<file path="src/verilog/bpg_pkg.sv">
/*
 * bpg_pkg: register offsets, field widths and reset values of the bus-pin gpio block.
 * assumes a 32-bit avalon-mm slave with byte addressing, one aligned word per register.
 */
package bpg_pkg;
    // ------------------------------------------------------------
    // register map
    // ------------------------------------------------------------
    localparam logic [4:0] BPG_OFS_ADDR_SEL   = 5'h00;
    localparam logic [4:0] BPG_OFS_ADDR_DIR   = 5'h04;
    localparam logic [4:0] BPG_OFS_ADDR_LEVEL = 5'h08;
    localparam logic [4:0] BPG_OFS_HOST_SEL   = 5'h0C;
    localparam logic [4:0] BPG_OFS_HOST_DIR   = 5'h10;
    localparam logic [4:0] BPG_OFS_HOST_LEVEL = 5'h14;
    localparam logic [4:0] BPG_OFS_PORT_MODE  = 5'h18;

    // ------------------------------------------------------------
    // field layout and reset values
    // ------------------------------------------------------------
    localparam int         BPG_ADDR_W      = 16;
    localparam int         BPG_HOST_W      = 6;
    localparam int         BPG_MODE_W      = 2;
    localparam logic [15:0] BPG_ADDR_RST   = 16'h0000;
    localparam logic [5:0]  BPG_HOST_RST   = 6'h00;
    localparam logic [1:0]  BPG_MODE_RST   = 2'h0;
    // lines 15 and 14 exist only in the ball-grid package build
    localparam logic [15:0] BPG_ADDR_MASK_BALL  = 16'hFFFF;
    localparam logic [15:0] BPG_ADDR_MASK_SMALL = 16'h3FFF;

    typedef enum logic [1:0] {
        BPG_MODE_DATA_MEM  = 2'b00,
        BPG_MODE_RSVD      = 2'b01,
        BPG_MODE_HOST_NMUX = 2'b10,
        BPG_MODE_HOST_MUX  = 2'b11
    } bpg_mode_t;
endpackage : bpg_pkg

</file>
<file path="src/verilog/bpg_pin_mux.sv">
/*
 * bpg_pin_mux: per-line choice between bus function and gpio for a group of pins.
 * assumes the selection, direction and level vectors come from registers.
 */
module bpg_pin_mux #(
    parameter int W = 16
) (
    input  wire logic [W-1:0] allow,
    input  wire logic [W-1:0] gpio_sel,
    input  wire logic [W-1:0] dir,
    input  wire logic [W-1:0] level,
    input  wire logic [W-1:0] bus_out,
    input  wire logic [W-1:0] bus_oe,
    output logic      [W-1:0] pin_out,
    output logic      [W-1:0] pin_oe
);
    logic [W-1:0] own;

    // a line is gpio only when both the mode and its select bit allow it
    assign own     = allow & gpio_sel;
    assign pin_oe  = (own & dir) | (~own & bus_oe);
    assign pin_out = (own & level) | (~own & bus_out);
endmodule : bpg_pin_mux

</file>
<file path="src/verilog/bpg_top.sv">
/*
 * bpg_top: bus-pin gpio control, registers on avalon-mm and pin muxing.
 * assumes pins are synchronous to clock; the bus functions drive bus_* inputs.
 */
// The Avalon-MM slave port and the register offsets were decided locally.
// Contract
// - address gpio input line reads back the sampled pin level
// - address gpio output line drives the stored level bit
// - address level register is 16 writable bits resetting to zero
// - address lines 15 and 14 exist only in ball-grid build
// - host control lines become gpio only in host port modes 10 or 11
// - host lines use enable, direction and level registers
// - host enable register has six bits, reset zero, upper bits read zero
// - host enable 1 gives gpio, 0 keeps host port control role
// - host direction has six bits, reset zero, 1 output 0 input
// - direction applies only to lines placed in gpio mode; the code also uses it to choose the level readback of every line
// - host level register six bits, reset zero, reads input level; lines with direction 1 read the stored level bit instead
// - address lines may be gpio only in modes 00 or 11
// - address select bit 0 keeps address output, 1 gives gpio
module bpg_top
    import bpg_pkg::*;
#(
    parameter bit BALL_GRID = 1'b1
) (
    input  wire logic        clock,
    input  wire logic        resetn,
    input  wire logic        clk_en,
    input  wire logic [4:0]  avs_address,
    input  wire logic        avs_read,
    input  wire logic        avs_write,
    input  wire logic [31:0] avs_writedata,
    input  wire logic [3:0]  avs_byteenable,
    output logic      [31:0] avs_readdata,
    output logic             avs_waitrequest,
    input  wire logic [15:0] addr_bus_out,
    input  wire logic [15:0] addr_pin_in,
    output logic      [15:0] addr_pin_out,
    output logic      [15:0] addr_pin_oe,
    input  wire logic [5:0]  host_bus_out,
    input  wire logic [5:0]  host_bus_oe,
    input  wire logic [5:0]  host_pin_in,
    output logic      [5:0]  host_pin_out,
    output logic      [5:0]  host_pin_oe,
    output logic      [1:0]  port_mode
);
    // ------------------------------------------------------------
    // state
    // ------------------------------------------------------------
    typedef struct packed {
        logic [15:0] addr_sel;
        logic [15:0] addr_dir;
        logic [15:0] addr_level;
        logic [5:0]  host_sel;
        logic [5:0]  host_dir;
        logic [5:0]  host_level;
        logic [1:0]  mode;
        logic [15:0] addr_samp;
        logic [5:0]  host_samp;
        logic        ack;
        logic [31:0] rdata;
    } bpg_state_t;

    bpg_state_t st_reg;
    bpg_state_t st_next;

    logic [15:0] line_mask;
    logic        addr_allow;
    logic        host_allow;
    logic [15:0] addr_view;
    logic [5:0]  host_view;

    // ------------------------------------------------------------
    // mode decode
    // ------------------------------------------------------------
    assign line_mask  = BALL_GRID ? BPG_ADDR_MASK_BALL : BPG_ADDR_MASK_SMALL;
    assign addr_allow = (st_reg.mode == BPG_MODE_DATA_MEM)
                      || (st_reg.mode == BPG_MODE_HOST_MUX);
    assign host_allow = (st_reg.mode == BPG_MODE_HOST_NMUX)
                      || (st_reg.mode == BPG_MODE_HOST_MUX);

    // input lines report the sampled pin, output lines the stored bit
    assign addr_view = ((st_reg.addr_dir & st_reg.addr_level)
                     | (~st_reg.addr_dir & st_reg.addr_samp)) & line_mask;
    assign host_view = (st_reg.host_dir & st_reg.host_level)
                     | (~st_reg.host_dir & st_reg.host_samp);

    function automatic logic [15:0] merge16(input logic [15:0] old,
                                            input logic [15:0] wd,
                                            input logic [1:0]  be);
        logic [15:0] r;
        r = old;
        if (be[0]) begin
            r[7:0] = wd[7:0];
        end
        if (be[1]) begin
            r[15:8] = wd[15:8];
        end
        return r;
    endfunction : merge16

    // ------------------------------------------------------------
    // next state
    // ------------------------------------------------------------
    always_comb begin
        st_next           = st_reg;
        st_next.addr_samp = addr_pin_in;
        st_next.host_samp = host_pin_in;
        st_next.ack       = 1'b0;
        if ((avs_read || avs_write) && !st_reg.ack) begin
            st_next.ack = 1'b1;
        end
        if (avs_write && !st_reg.ack) begin
            case (avs_address)
                BPG_OFS_ADDR_SEL: begin
                    st_next.addr_sel = merge16(st_reg.addr_sel, avs_writedata[15:0],
                                               avs_byteenable[1:0]) & line_mask;
                end
                BPG_OFS_ADDR_DIR: begin
                    st_next.addr_dir = merge16(st_reg.addr_dir, avs_writedata[15:0],
                                               avs_byteenable[1:0]) & line_mask;
                end
                BPG_OFS_ADDR_LEVEL: begin
                    st_next.addr_level = merge16(st_reg.addr_level, avs_writedata[15:0],
                                                 avs_byteenable[1:0]) & line_mask;
                end
                BPG_OFS_HOST_SEL: begin
                    if (avs_byteenable[0]) begin
                        st_next.host_sel = avs_writedata[5:0];
                    end
                end
                BPG_OFS_HOST_DIR: begin
                    if (avs_byteenable[0]) begin
                        st_next.host_dir = avs_writedata[5:0];
                    end
                end
                BPG_OFS_HOST_LEVEL: begin
                    if (avs_byteenable[0]) begin
                        st_next.host_level = avs_writedata[5:0];
                    end
                end
                BPG_OFS_PORT_MODE: begin
                    if (avs_byteenable[0]) begin
                        st_next.mode = avs_writedata[1:0];
                    end
                end
                default: begin
                    st_next.mode = st_reg.mode;
                end
            endcase
        end
        if (avs_read && !st_reg.ack) begin
            case (avs_address)
                BPG_OFS_ADDR_SEL:   st_next.rdata = {16'h0000, st_reg.addr_sel};
                BPG_OFS_ADDR_DIR:   st_next.rdata = {16'h0000, st_reg.addr_dir};
                BPG_OFS_ADDR_LEVEL: st_next.rdata = {16'h0000, addr_view};
                BPG_OFS_HOST_SEL:   st_next.rdata = {26'h0000000, st_reg.host_sel};
                BPG_OFS_HOST_DIR:   st_next.rdata = {26'h0000000, st_reg.host_dir};
                BPG_OFS_HOST_LEVEL: st_next.rdata = {26'h0000000, host_view};
                BPG_OFS_PORT_MODE:  st_next.rdata = {30'h00000000, st_reg.mode};
                default:            st_next.rdata = 32'h00000000;
            endcase
        end
    end

    // ------------------------------------------------------------
    // registers
    // ------------------------------------------------------------
    always_ff @(posedge clock or negedge resetn) begin
        if (!resetn) begin
            st_reg.addr_sel   <= BPG_ADDR_RST;
            st_reg.addr_dir   <= BPG_ADDR_RST;
            st_reg.addr_level <= BPG_ADDR_RST;
            st_reg.host_sel   <= BPG_HOST_RST;
            st_reg.host_dir   <= BPG_HOST_RST;
            st_reg.host_level <= BPG_HOST_RST;
            st_reg.mode       <= BPG_MODE_RST;
            st_reg.addr_samp  <= BPG_ADDR_RST;
            st_reg.host_samp  <= BPG_HOST_RST;
            st_reg.ack        <= 1'b0;
            st_reg.rdata      <= 32'h00000000;
        end else if (clk_en) begin
            st_reg <= st_next;
        end
    end

    // one wait state: the answer lands on the edge after the request is seen
    assign avs_waitrequest = (avs_read || avs_write) && !(st_reg.ack && clk_en);
    assign avs_readdata    = st_reg.rdata;
    assign port_mode       = st_reg.mode;

    // ------------------------------------------------------------
    // pin muxing
    // ------------------------------------------------------------
    // address lines are always driven as outputs in their bus role
    bpg_pin_mux #(.W(16)) u_addr_mux (
        .allow    ({16{addr_allow}} & line_mask),
        .gpio_sel (st_reg.addr_sel),
        .dir      (st_reg.addr_dir),
        .level    (st_reg.addr_level),
        .bus_out  (addr_bus_out),
        .bus_oe   (line_mask),
        .pin_out  (addr_pin_out),
        .pin_oe   (addr_pin_oe)
    );

    bpg_pin_mux #(.W(6)) u_host_mux (
        .allow    ({6{host_allow}}),
        .gpio_sel (st_reg.host_sel),
        .dir      (st_reg.host_dir),
        .level    (st_reg.host_level),
        .bus_out  (host_bus_out),
        .bus_oe   (host_bus_oe),
        .pin_out  (host_pin_out),
        .pin_oe   (host_pin_oe)
    );
endmodule : bpg_top

</file>
<file path="config.mk">
export PLATFORM = sky130hd
export DESIGN_NAME = bpg_top
export DESIGN_NICKNAME = d
export VERILOG_FILES = /design/src/verilog/bpg_pkg.sv /design/src/verilog/bpg_pin_mux.sv /design/src/verilog/bpg_top.sv
export SDC_FILE = /design/constraint.sdc
export NUM_CORES = 1
export LEC_CHECK = 0
export BUFFER_PORTS_ARGS = -buffer_cell sky130_fd_sc_hd__buf_2
export CAP_MARGIN = 0
export CELL_PAD_IN_SITES_DETAIL_PLACEMENT = 1
export CELL_PAD_IN_SITES_GLOBAL_PLACEMENT = 1
export CORE_MARGIN = 3
export CORE_UTILIZATION = 40
export CTS_CLUSTER_SIZE = 30
export DETAILED_ROUTE_END_ITERATION = 16
export PLACE_DENSITY = 0.9
export SYNTH_ARGS = -nofsm -noshare
export SYNTH_HDL_FRONTEND = slang
export SYNTH_SLANG_ARGS = --single-unit
</file>
<file path="constraint.sdc">
create_clock -name clock -period 2.4 [get_ports clock]
set_input_delay 0.48 -clock clock [delete_from_list [all_inputs] [get_ports clock]]
set_output_delay 0.48 -clock clock [all_outputs]
set_load 0.02 [all_outputs]
</file>
==> run_results.csv, run 1 <==
group,metric,value,unit
global_route,grt_pass1_wl,27200,um
timing,max_freq,0.426,GHz
synthesis,synth_edf_count,0,
cells_and_area,largest_reg_flops,89,
timing,slew_headroom,0.608,
timing,min_period,2350,ps
placement,port_buffers,140,
placement,dpl_cell_area,6620,sq um
global_route,grt_usage,0.218,
routing,drtIter0Drc,263,
synthesis,syn_area,5800,sq um
critical_path,crit_path_top_delay_cell,"dfrtp_1",
run_status,status,"completed",
pwr,power.density,638,nW/um^2
critical_path,cp_cell_sequence,"inv_2 > ha_4 > buf_12 > nand2_1 > mux2_2 > buf_2",
timing,skew,9.95,ps
cells_and_area,post-route-cell-area,7010,sq um
cells_and_area,antenna_cells,0,
cts,cts_tree,"yes",
timing,hold_viol,0,
cts,htree_levels,3,
routing,post_drt_wl_per_cell,21.4,um
critical_path,reg2reg_from,"st_reg[32]",
synthesis,synth.top_cell.area_share,0.461,
critical_path,path_class,"reg2out",
critical_path,rrSetupSlack,550,ps
synthesis,yosys_warnings,0,
critical_path,cp_max_fo,19,
placement,place_congestion,0.910,
critical_path,worstReg2RegEnd,"st_reg[59]",
cts,clock_latency,350,ps
pwr,ir_worst_vdd,432,uV
critical_path,worstPathRequired,1920,ps
floorplanning,dieArea,16000,sq um
routing,drc,0,
synthesis,synthCells,501,
global_route,grt_overflow,0,
cts,path_clk_slew,70,ps
routing,vias,4542,
synthesis,ys_types,58,
cts,root_buffer,"clkbuf_16",
critical_path,cp-endpoint,"addr_pin_out[1]",
timing,rsz0062_at_grt,"no",
min_path,min_path_type,"in2async",
routing,ant_nets,0,
timing,setup_viol,0,
floorplanning,fp.dieH,126,um
critical_path,max_stage_delay,410,ps
timing,setup_slack,50.5,ps
synthesis,ys_seq_area_frac,0.461,
cells_and_area,finalNetCount,735,
global_route,antenna_found_initial,0,
cells_and_area,post-route-util,0.499,
floorplanning,ioPinCount,175,
synthesis,yosys_register_bits,107,
timing,period_share,0.979,
synthesis,synth_top_area_cell,"dfrtp_1",
pwr,power,4.48,mW
timing,maxSlewViolCount,0,
synthesis,yosysMostFrequentCell,"mux2_2",
routing,viasPerCell,5.53,
routing,wirelength,17600,um
cts,cts-buffers-inserted,9,
floorplanning,die_w,126,um
floorplanning,core_area,14000,sq um
timing,fin_tns_setup,0,ps
cells_and_area,drive_gt1_frac,0.514,
cells_and_area,syn_to_final_growth,20.8,%
critical_path,cp.arrival,1870,ps
global_route,grt_max_degree,74,
floorplanning,fp-row-count,43,
synthesis,synthTopCellsByArea,"dfrtp_1 (46%), mux2_2 (21%), buf_4 (4.5%), nand2_1 (2.4%), a21oi_1 (2.1%)",
synthesis,ys.flop_type,"dfrtp_1",
job,drv_cap,0,
synthesis,synthArstFlopShare,1.00,
floorplanning,start_util,0.413,
critical_path,start_kind,"register",
critical_path,r2r_cells,3,
timing,max_slew.worst_pin.slew,586,ps
placement,hpwl,13100,um
critical_path,cp-startpoint,"port_mode[0]",
cts,cts_max_path_buffers,2,
routing,first_pass_iters,4,
critical_path,worstSetupEndpointType,"output port",
pwr,p_leak,3.33,nW
synthesis,avgSynthCellArea,11.6,sq um
placement,place_ws,249,ps
synthesis,synthTopCellsByCount,"mux2_2 (108), dfrtp_1 (107), nand2_1 (37)",
global_route,grt_pass1_vias,4950,
cts,cts.sinks,107,
cts,cts_hold_buf,0,
[cell families (layout without fill, tap and decap cells)]
family | count (synthesis) | after routing | synth area share
fa+ha+maj | 2 | 2 | 0.00431
other cells | 1 | 16 | 0.000646
compound gates | 81 | 81 | 0.0931
flops | 107 | 107 | 0.461
mux | 122 | 122 | 0.241
simple gates | 124 | 124 | 0.132
buf+inv | 64 | 190 | 0.0675
[through the flow]
step	hold slack [ps]	cells
final	82.8	822
after global routing	106	822
after CTS	88.9	822
after detailed placement	468	804
after global placement	455	804
after floorplan	184	516
[critical path: cells and delay by family (launching register included)]
kind,cells,cell delay (ps)
flip-flops,1,410
buffers and inverters,3,420
AND/OR/NAND/NOR,1,110
adder cells (fa/ha/maj),1,210
multiplexers,1,360
[repair_timing]
item / in CTS / in global routing
resized for setup: 5 / 3
buffers inserted: 2 / 0
hold endpoints to repair: 0 / 0
setup endpoints to repair: 33 / 10
pin swaps: 0 / 0
[power by group]
group | internal [mW] | switching [mW] | leakage (nW)
registers | 1.92 | 0.0969 | 1.43
logic | 0.319 | 0.399 | 1.74
clock network | 1.03 | 0.713 | 0.164
[layer usage]
metal	GRT usage	vias up	wire, um
met5	0	-	0
met4	0.0656	0	383
met3	0.0518	33	1000
met2	0.384	168	9040
met1	0.264	2316	7160
li1	-	2025	-
[cell type report]
cell class | count | area (sq um)
fillers | 1547 | 7030
multi-input cells | 345 | 2810
flip-flops and latches | 107 | 2680
repair buffers | 166 | 923
clock buffers | 9 | 225
well taps | 180 | 225
clock inverters | 7 | 125
inverters | 8 | 30.0
[worst min path at each step]
stage	slack, ps	endpoint	depth (start not counted)
after floorplan	180	avs_readdata[0]	0
after global placement	450	st_reg[78]	1
after detailed placement	470	st_reg[78]	1
after CTS	90	st_reg[78]	1
after global routing	110	st_reg[78]	1
final	80	st_reg[110]	1
[placed cells by master, fill, tap and decap left out, types with 4 or more instances in the layout]
cell type	synthesis	routed
buf_2	10	139
dfrtp_1	107	106
or2_2	13	13
nand4_1	7	7
nand2_1	37	37
mux2_4	8	8
inv_1	8	7
clkbuf_16	0	9
mux2_1	4	4
nand3b_1	10	10
nor2_4	5	5
buf_4	35	25
nor2_1	4	4
o21ai_0	17	15
nor2b_1	9	8
a31oi_1	7	7
mux2_2	108	108
a21oi_1	24	24
nand3_1	7	7
conb_1	1	16
a21o_1	7	7
nand2b_1	12	12
Power figures use the tool's default switching activity.
==> inputs of run 2 (changes only) <==
--- a/config.mk
+++ b/config.mk
@@ -13,6 +13,7 @@
 export CORE_UTILIZATION = 40
 export CTS_CLUSTER_SIZE = 30
 export DETAILED_ROUTE_END_ITERATION = 16
+export HOLD_SLACK_MARGIN = 0.08
 export PLACE_DENSITY = 0.9
 export SYNTH_ARGS = -nofsm -noshare
 export SYNTH_HDL_FRONTEND = slang
==> constraint.sdc (replaced) <==
create_clock -name clock -period 2.4 [get_ports clock]
set_input_delay 0.24 -clock clock [delete_from_list [all_inputs] [get_ports clock]]
set_output_delay 0.24 -clock clock [all_outputs]
set_load 0.02 [all_outputs]
==> run 2 against run 1 <==
  * Register-to-register slack worse by 130 ps
  * Clock power down 11%
  * Power down 4.8%
  * Routed wire length up 1.3%
  * Setup slack better by 57 ps
  * Core utilization down 0.93 points
  * Die area unchanged
  * Largest cell class unchanged
  * Maximum frequency up 2.5%
  * Final cell count down 0.97%
==> run_results.csv, run 2 (synthesis results as in run 1) <==
group,metric,value,unit
floorplanning,core_area,14000,sq um
cts,root_buffer,"clkbuf_16",
global_route,antenna_found_initial,2,
floorplanning,fp.dieH,126,um
critical_path,cp.arrival,2050,ps
critical_path,rrSetupSlack,420,ps
floorplanning,dieArea,16000,sq um
cts,htree_levels,3,
routing,vias,4474,
placement,port_buffers,140,
routing,drc,0,
floorplanning,die_w,126,um
floorplanning,fp-row-count,43,
cts,cts.sinks,107,
routing,drtIter0Drc,414,
critical_path,cp_max_fo,13,
routing,wirelength,17800,um
floorplanning,ioPinCount,175,
global_route,grt_pass1_wl,27800,um
cts,clock_latency,360,ps
critical_path,crit_path_top_delay_cell,"dfrtp_1",
cells_and_area,num-fill-cells,1556,
min_path,min_path_type,"in2reg",
critical_path,start_kind,"register",
timing,rsz0062_at_grt,"no",
timing,setup_slack,108,ps
timing,hold_viol,0,
floorplanning,start_util,0.413,
timing,maxSlewViolCount,0,
cells_and_area,syn_to_final_growth,18.6,%
critical_path,worstPathRequired,2160,ps
timing,max_freq,0.436,GHz
critical_path,path_class,"reg2out",
timing,skew,6.10,ps
global_route,met1_usage,0.280,
cts,cts_max_path_buffers,2,
cts,cts-buffers-inserted,9,
pwr,p_leak,3.26,nW
cts,path_clk_slew,80,ps
global_route,grt_pass1_vias,4897,
timing,min_period,2290,ps
timing,slew_headroom,0.485,
timing,period_share,0.955,
placement,hpwl,12900,um
cells_and_area,finalNetCount,727,
cts,cts_tree,"yes",
cells_and_area,drive_gt1_frac,0.502,
job,drv_cap,0,
timing,setup_viol,0,
placement,place_ws,414,ps
routing,first_pass_iters,4,
global_route,met3_usage,0.0539,
critical_path,max_stage_delay,420,ps
cells_and_area,layout_common_cells,"buf_2 (139), mux2_2 (108), dfrtp_1 (106)",
timing,fin_tns_setup,0,ps
global_route,grt_max_degree,43,
global_route,grt.met2_usage,0.389,
placement,place_congestion,0.890,
cells_and_area,largest_reg_flops,89,
critical_path,cp_cell_sequence,"inv_1 > ha_1 > buf_4 > nand2_1 > mux2_2 > buf_2",
pwr,power.density,619,nW/um^2
routing,post_drt_wl_per_cell,21.9,um
global_route,grt_overflow,0,
global_route,grt_usage,0.225,
routing,ant_nets,0,
global_route,top_usage_layer,"met2",
critical_path,worstSetupEndpointType,"output port",
cells_and_area,layout_commonest_cell,"buf_2",
timing,max_slew.worst_pin.slew,762,ps
pwr,ir_worst_vdd,297,uV
run_status,status,"completed",
routing,viasPerCell,5.50,
[run 2: changes by cell type in the layout (fill, tap and decap cells not counted), sizes merged]
cell	previous run	this run
clkinvlp	2	1
bufinv	3	1
dlygate4sd3	0	1
inv	9	10
buf	166	157
clkinv	1	2
diode	0	1
[run 2: worst paths after layout]
check | start | to | cells after the start
worst max-delay path | port_mode[0] | addr_pin_out[1] | 6
worst min-delay path | addr_pin_in[8] | st_reg[47] | 2
worst max register to register | st_reg[32] | st_reg[109] | 3
worst min register to register | avs_readdata[15] | avs_readdata[15] | 2
max in group asynchronous | resetn | st_reg[122] | 3
min in group asynchronous | resetn | st_reg[78] | 2
[run 2: layer usage]
metal | vias to the layer above | part of all wire
met2 | 166 | 0.51
met5 | - | 0.00039
met3 | 26 | 0.056
met1 | 2266 | 0.42
li1 | 2014 | -
met4 | 2 | 0.018
[run 2: worst max-delay path, delay by kind of cell, from the launching register on]
kind | cells | cell delay [ps]
fa+ha+maj | 1 | 330
buf+inv | 3 | 470
flops | 1 | 420
mux | 1 | 350
simple gates | 1 | 110
[run 2: cell type report]
cell class                 count  area (sq um)  share of cell area
antenna                        1          2.50            0.000364
clock buffer                   9           225              0.0327
clock inverter                 6          75.1              0.0109
inverter                       8          30.0             0.00436
multi-input combinational    345          2790               0.406
sequential                   107          2680               0.389
tap                          180           225              0.0327
timing repair buffer         158           853               0.124
[run 2: power breakdown]
part / internal (mW) / switching (mW)
sequential: 1.92 / 0.0992
combinational: 0.305 / 0.394
clock: 0.820 / 0.724
total: 3.04 / 1.22
[run 2: what timing repair did]
action,CTS,global route
hold buffers,1,0
resized for setup,0,3
endpoints found under the setup margin,0,7
setup buffers,0,0
endpoints found under the hold margin,40,0
[run 2: stage by stage]
step / utilization / power, mW / hold WS [ps] / instances / instance area, sq um
6_report: 0.490 / 4.26 / 113 / 814 / 6880
5_1_grt: 0.490 / 4.45 / 106 / 814 / 6880
4_1_cts: 0.490 / 4.29 / 104 / 813 / 6880
3_5_place_dp: 0.468 / 2.75 / 266 / 797 / 6570
3_3_place_gp: 0.468 / 2.70 / 256 / 797 / 6570
2_1_floorplan: - / 2.47 / -55.6 / 516 / 5860
==> inputs of run 3 (changes only) <==
--- a/config.mk
+++ b/config.mk
@@ -15,6 +15,8 @@
 export DETAILED_ROUTE_END_ITERATION = 16
 export HOLD_SLACK_MARGIN = 0.08
 export PLACE_DENSITY = 0.9
+export SKIP_CTS_REPAIR_TIMING = 1
 export SYNTH_ARGS = -nofsm -noshare
 export SYNTH_HDL_FRONTEND = slang
+export SYNTH_HIERARCHICAL = 1
 export SYNTH_SLANG_ARGS = --single-unit
==> run 3 against run 2 <==
  * Critical path depth unchanged
  * Power increased by 0.33%
  * Clock skew increased by 3.1 ps
  * Routed wire length decreased by 2.2%
  * Critical path type unchanged
==> run_results.csv, run 3 <==
group,metric,value,unit
cells_and_area,layout_common_cells,"buf_2 (139), mux2_2 (130), dfrtp_1 (107)",
synthesis,ys.flop_type,"dfrtp_1",
critical_path,path_class,"reg2out",
timing,slew_headroom,0.576,
timing,fin_tns_setup,0,ps
critical_path,worstPathRequired,2160,ps
routing,vias,4333,
cts,cts-buffers-inserted,9,
synthesis,yosysMostFrequentCell,"mux2_2",
routing,first_pass_iters,4,
synthesis,ys_types,44,
placement,hpwl,12600,um
routing,viasPerCell,5.31,
timing,max_freq,0.446,GHz
placement,place_congestion,0.793,
synthesis,ys_seq_area_frac,0.465,
timing,skew,9.23,ps
synthesis,avgSynthCellArea,11.9,sq um
critical_path,start_kind,"register",
routing,wirelength,17400,um
floorplanning,fp-row-count,43,
global_route,grt_usage,0.218,
cells_and_area,post-route-cell-area,6900,sq um
pwr,power.density,619,nW/um^2
cts,cts.sinks,107,
floorplanning,dieArea,15900,sq um
timing,min_period,2240,ps
synthesis,syn_area,5760,sq um
cts,cts_max_path_buffers,2,
cts,path_clk_slew,70,ps
critical_path,cp.arrival,2000,ps
floorplanning,core_area,14000,sq um
routing,ant_nets,0,
critical_path,cp_max_fo,6,
pwr,ir_worst_vdd,322,uV
timing,rsz0062_at_grt,"no",
pwr,p_leak,3.37,nW
routing,post_drt_wl_per_cell,21.4,um
floorplanning,die_w,126,um
timing,hold_viol,0,
cells_and_area,num-fill-cells,1584,
cells_and_area,final_cells,816,
routing,drtIter0Drc,211,
timing,max_slew.worst_pin.slew,636,ps
min_path,min_path_type,"in2reg",
synthesis,synthTopCellsByCount,"mux2_2 (130), dfrtp_1 (107), nand2_1 (40)",
routing,drc,0,
cells_and_area,antenna_cells,0,
cts,clock_latency,360,ps
cts,root_buffer,"clkbuf_16",
critical_path,worstSetupEndpointType,"output port",
synthesis,synthArstFlopShare,1.00,
synthesis,synth.top_cell.area_share,0.465,
global_route,grt_overflow,0,
cells_and_area,layout_commonest_cell,"buf_2",
job,drv_cap,0,
timing,maxSlewViolCount,0,
global_route,grt_pass1_vias,4726,
timing,setup_viol,0,
synthesis,synthCells,483,
floorplanning,start_util,0.412,
synthesis,yosys_warnings,6,
timing,period_share,0.935,
synthesis,synth_edf_count,0,
cts,htree_levels,3,
cts,cts_tree,"yes",
placement,dp_cells,797,
synthesis,yosys_register_bits,107,
cells_and_area,largest_reg_flops,89,
cells_and_area,syn_to_final_growth,19.8,%
synthesis,synth_top_area_cell,"dfrtp_1",
cells_and_area,drive_gt1_frac,0.505,
placement,port_buffers,140,
synthesis,synthTopCellsByArea,"dfrtp_1 (46%), mux2_2 (25%), buf_4 (4.4%), mux2i_1 (3.3%), nand2_1 (2.6%)",
global_route,grt_max_degree,53,
run_status,status,"completed",
placement,dpl_cell_area,6590,sq um
global_route,antenna_found_initial,2,
cells_and_area,post-route-util,0.494,
floorplanning,fp.dieH,126,um
global_route,grt_pass1_wl,26700,um
cells_and_area,finalNetCount,729,
floorplanning,ioPinCount,175,
[run 3: final cells by class]
| class | count | area [sq um] | share of cell area |
|---|---|---|---|
| clock inverters | 3 | 46.3 | 0.00671 |
| flip-flops and latches | 107 | 2680 | 0.388 |
| clock buffers | 13 | 240 | 0.0348 |
| well taps | 180 | 225 | 0.0326 |
| multi-input cells | 351 | 2850 | 0.412 |
| inverters | 4 | 15.0 | 0.00217 |
| repair buffers | 158 | 853 | 0.124 |
[run 3: final timing paths]
check | start | to | slack (ps) | cells after the start
min | addr_pin_in[3] | st_reg[42] | 110 | 2
max | port_mode[0] | host_pin_oe[4] | 160 | 6
min reg2reg | avs_readdata[9] | avs_readdata[9] | 480 | 2
max reg2reg | st_reg[32] | avs_readdata[10] | 380 | 4
min in group asynchronous | resetn | st_reg[73] | 380 | 2
max in group asynchronous | resetn | st_reg[106] | 1310 | 3
[run 3: routing by layer]
layer	track usage	share of wire	vias up
met1	0.256	0.40	2193
met5	0	0.00040	-
li1	-	-	1971
met2	0.397	0.53	143
met3	0.0394	0.052	24
met4	0.0763	0.018	2
[run 3: report_power, final]
part / internal, mW / total, mW / switching, mW
clock network: 0.817 / 1.50 / 0.682
logic: 0.324 / 0.739 / 0.416
registers: 1.93 / 2.04 / 0.110
total: 3.07 / 4.27 / 1.21
[run 3: logic make-up after synthesis]
family | share of synthesized area
AO/OA/AOI/OAI | 0.0730
adder cells (fa/ha/maj) | 0.00434
buffers and inverters | 0.0612
flip-flops | 0.465
multiplexers | 0.303
other | 0.00130
AND/OR/NAND/NOR | 0.0927
[run 3: worst max-delay path: stages, from the launching register on]
cell and delay [ps]:
dfrtp_1 410, inv_1 60, ha_1 190, or2_4 310, nand2_1 150, mux2_2 360
buf_2 160
[run 3: per-stage QoR]
stage / total power [mW] / worst slack, ps / hold WS [ps]
CTS: 4.30 / 40.8 / -159
finish: 4.27 / 156 / 112
floorplan: 2.54 / 743 / -55.6
global route: 4.46 / 54.5 / 111
global placement: 2.75 / 400 / 220
detailed placement: 2.80 / 249 / 221
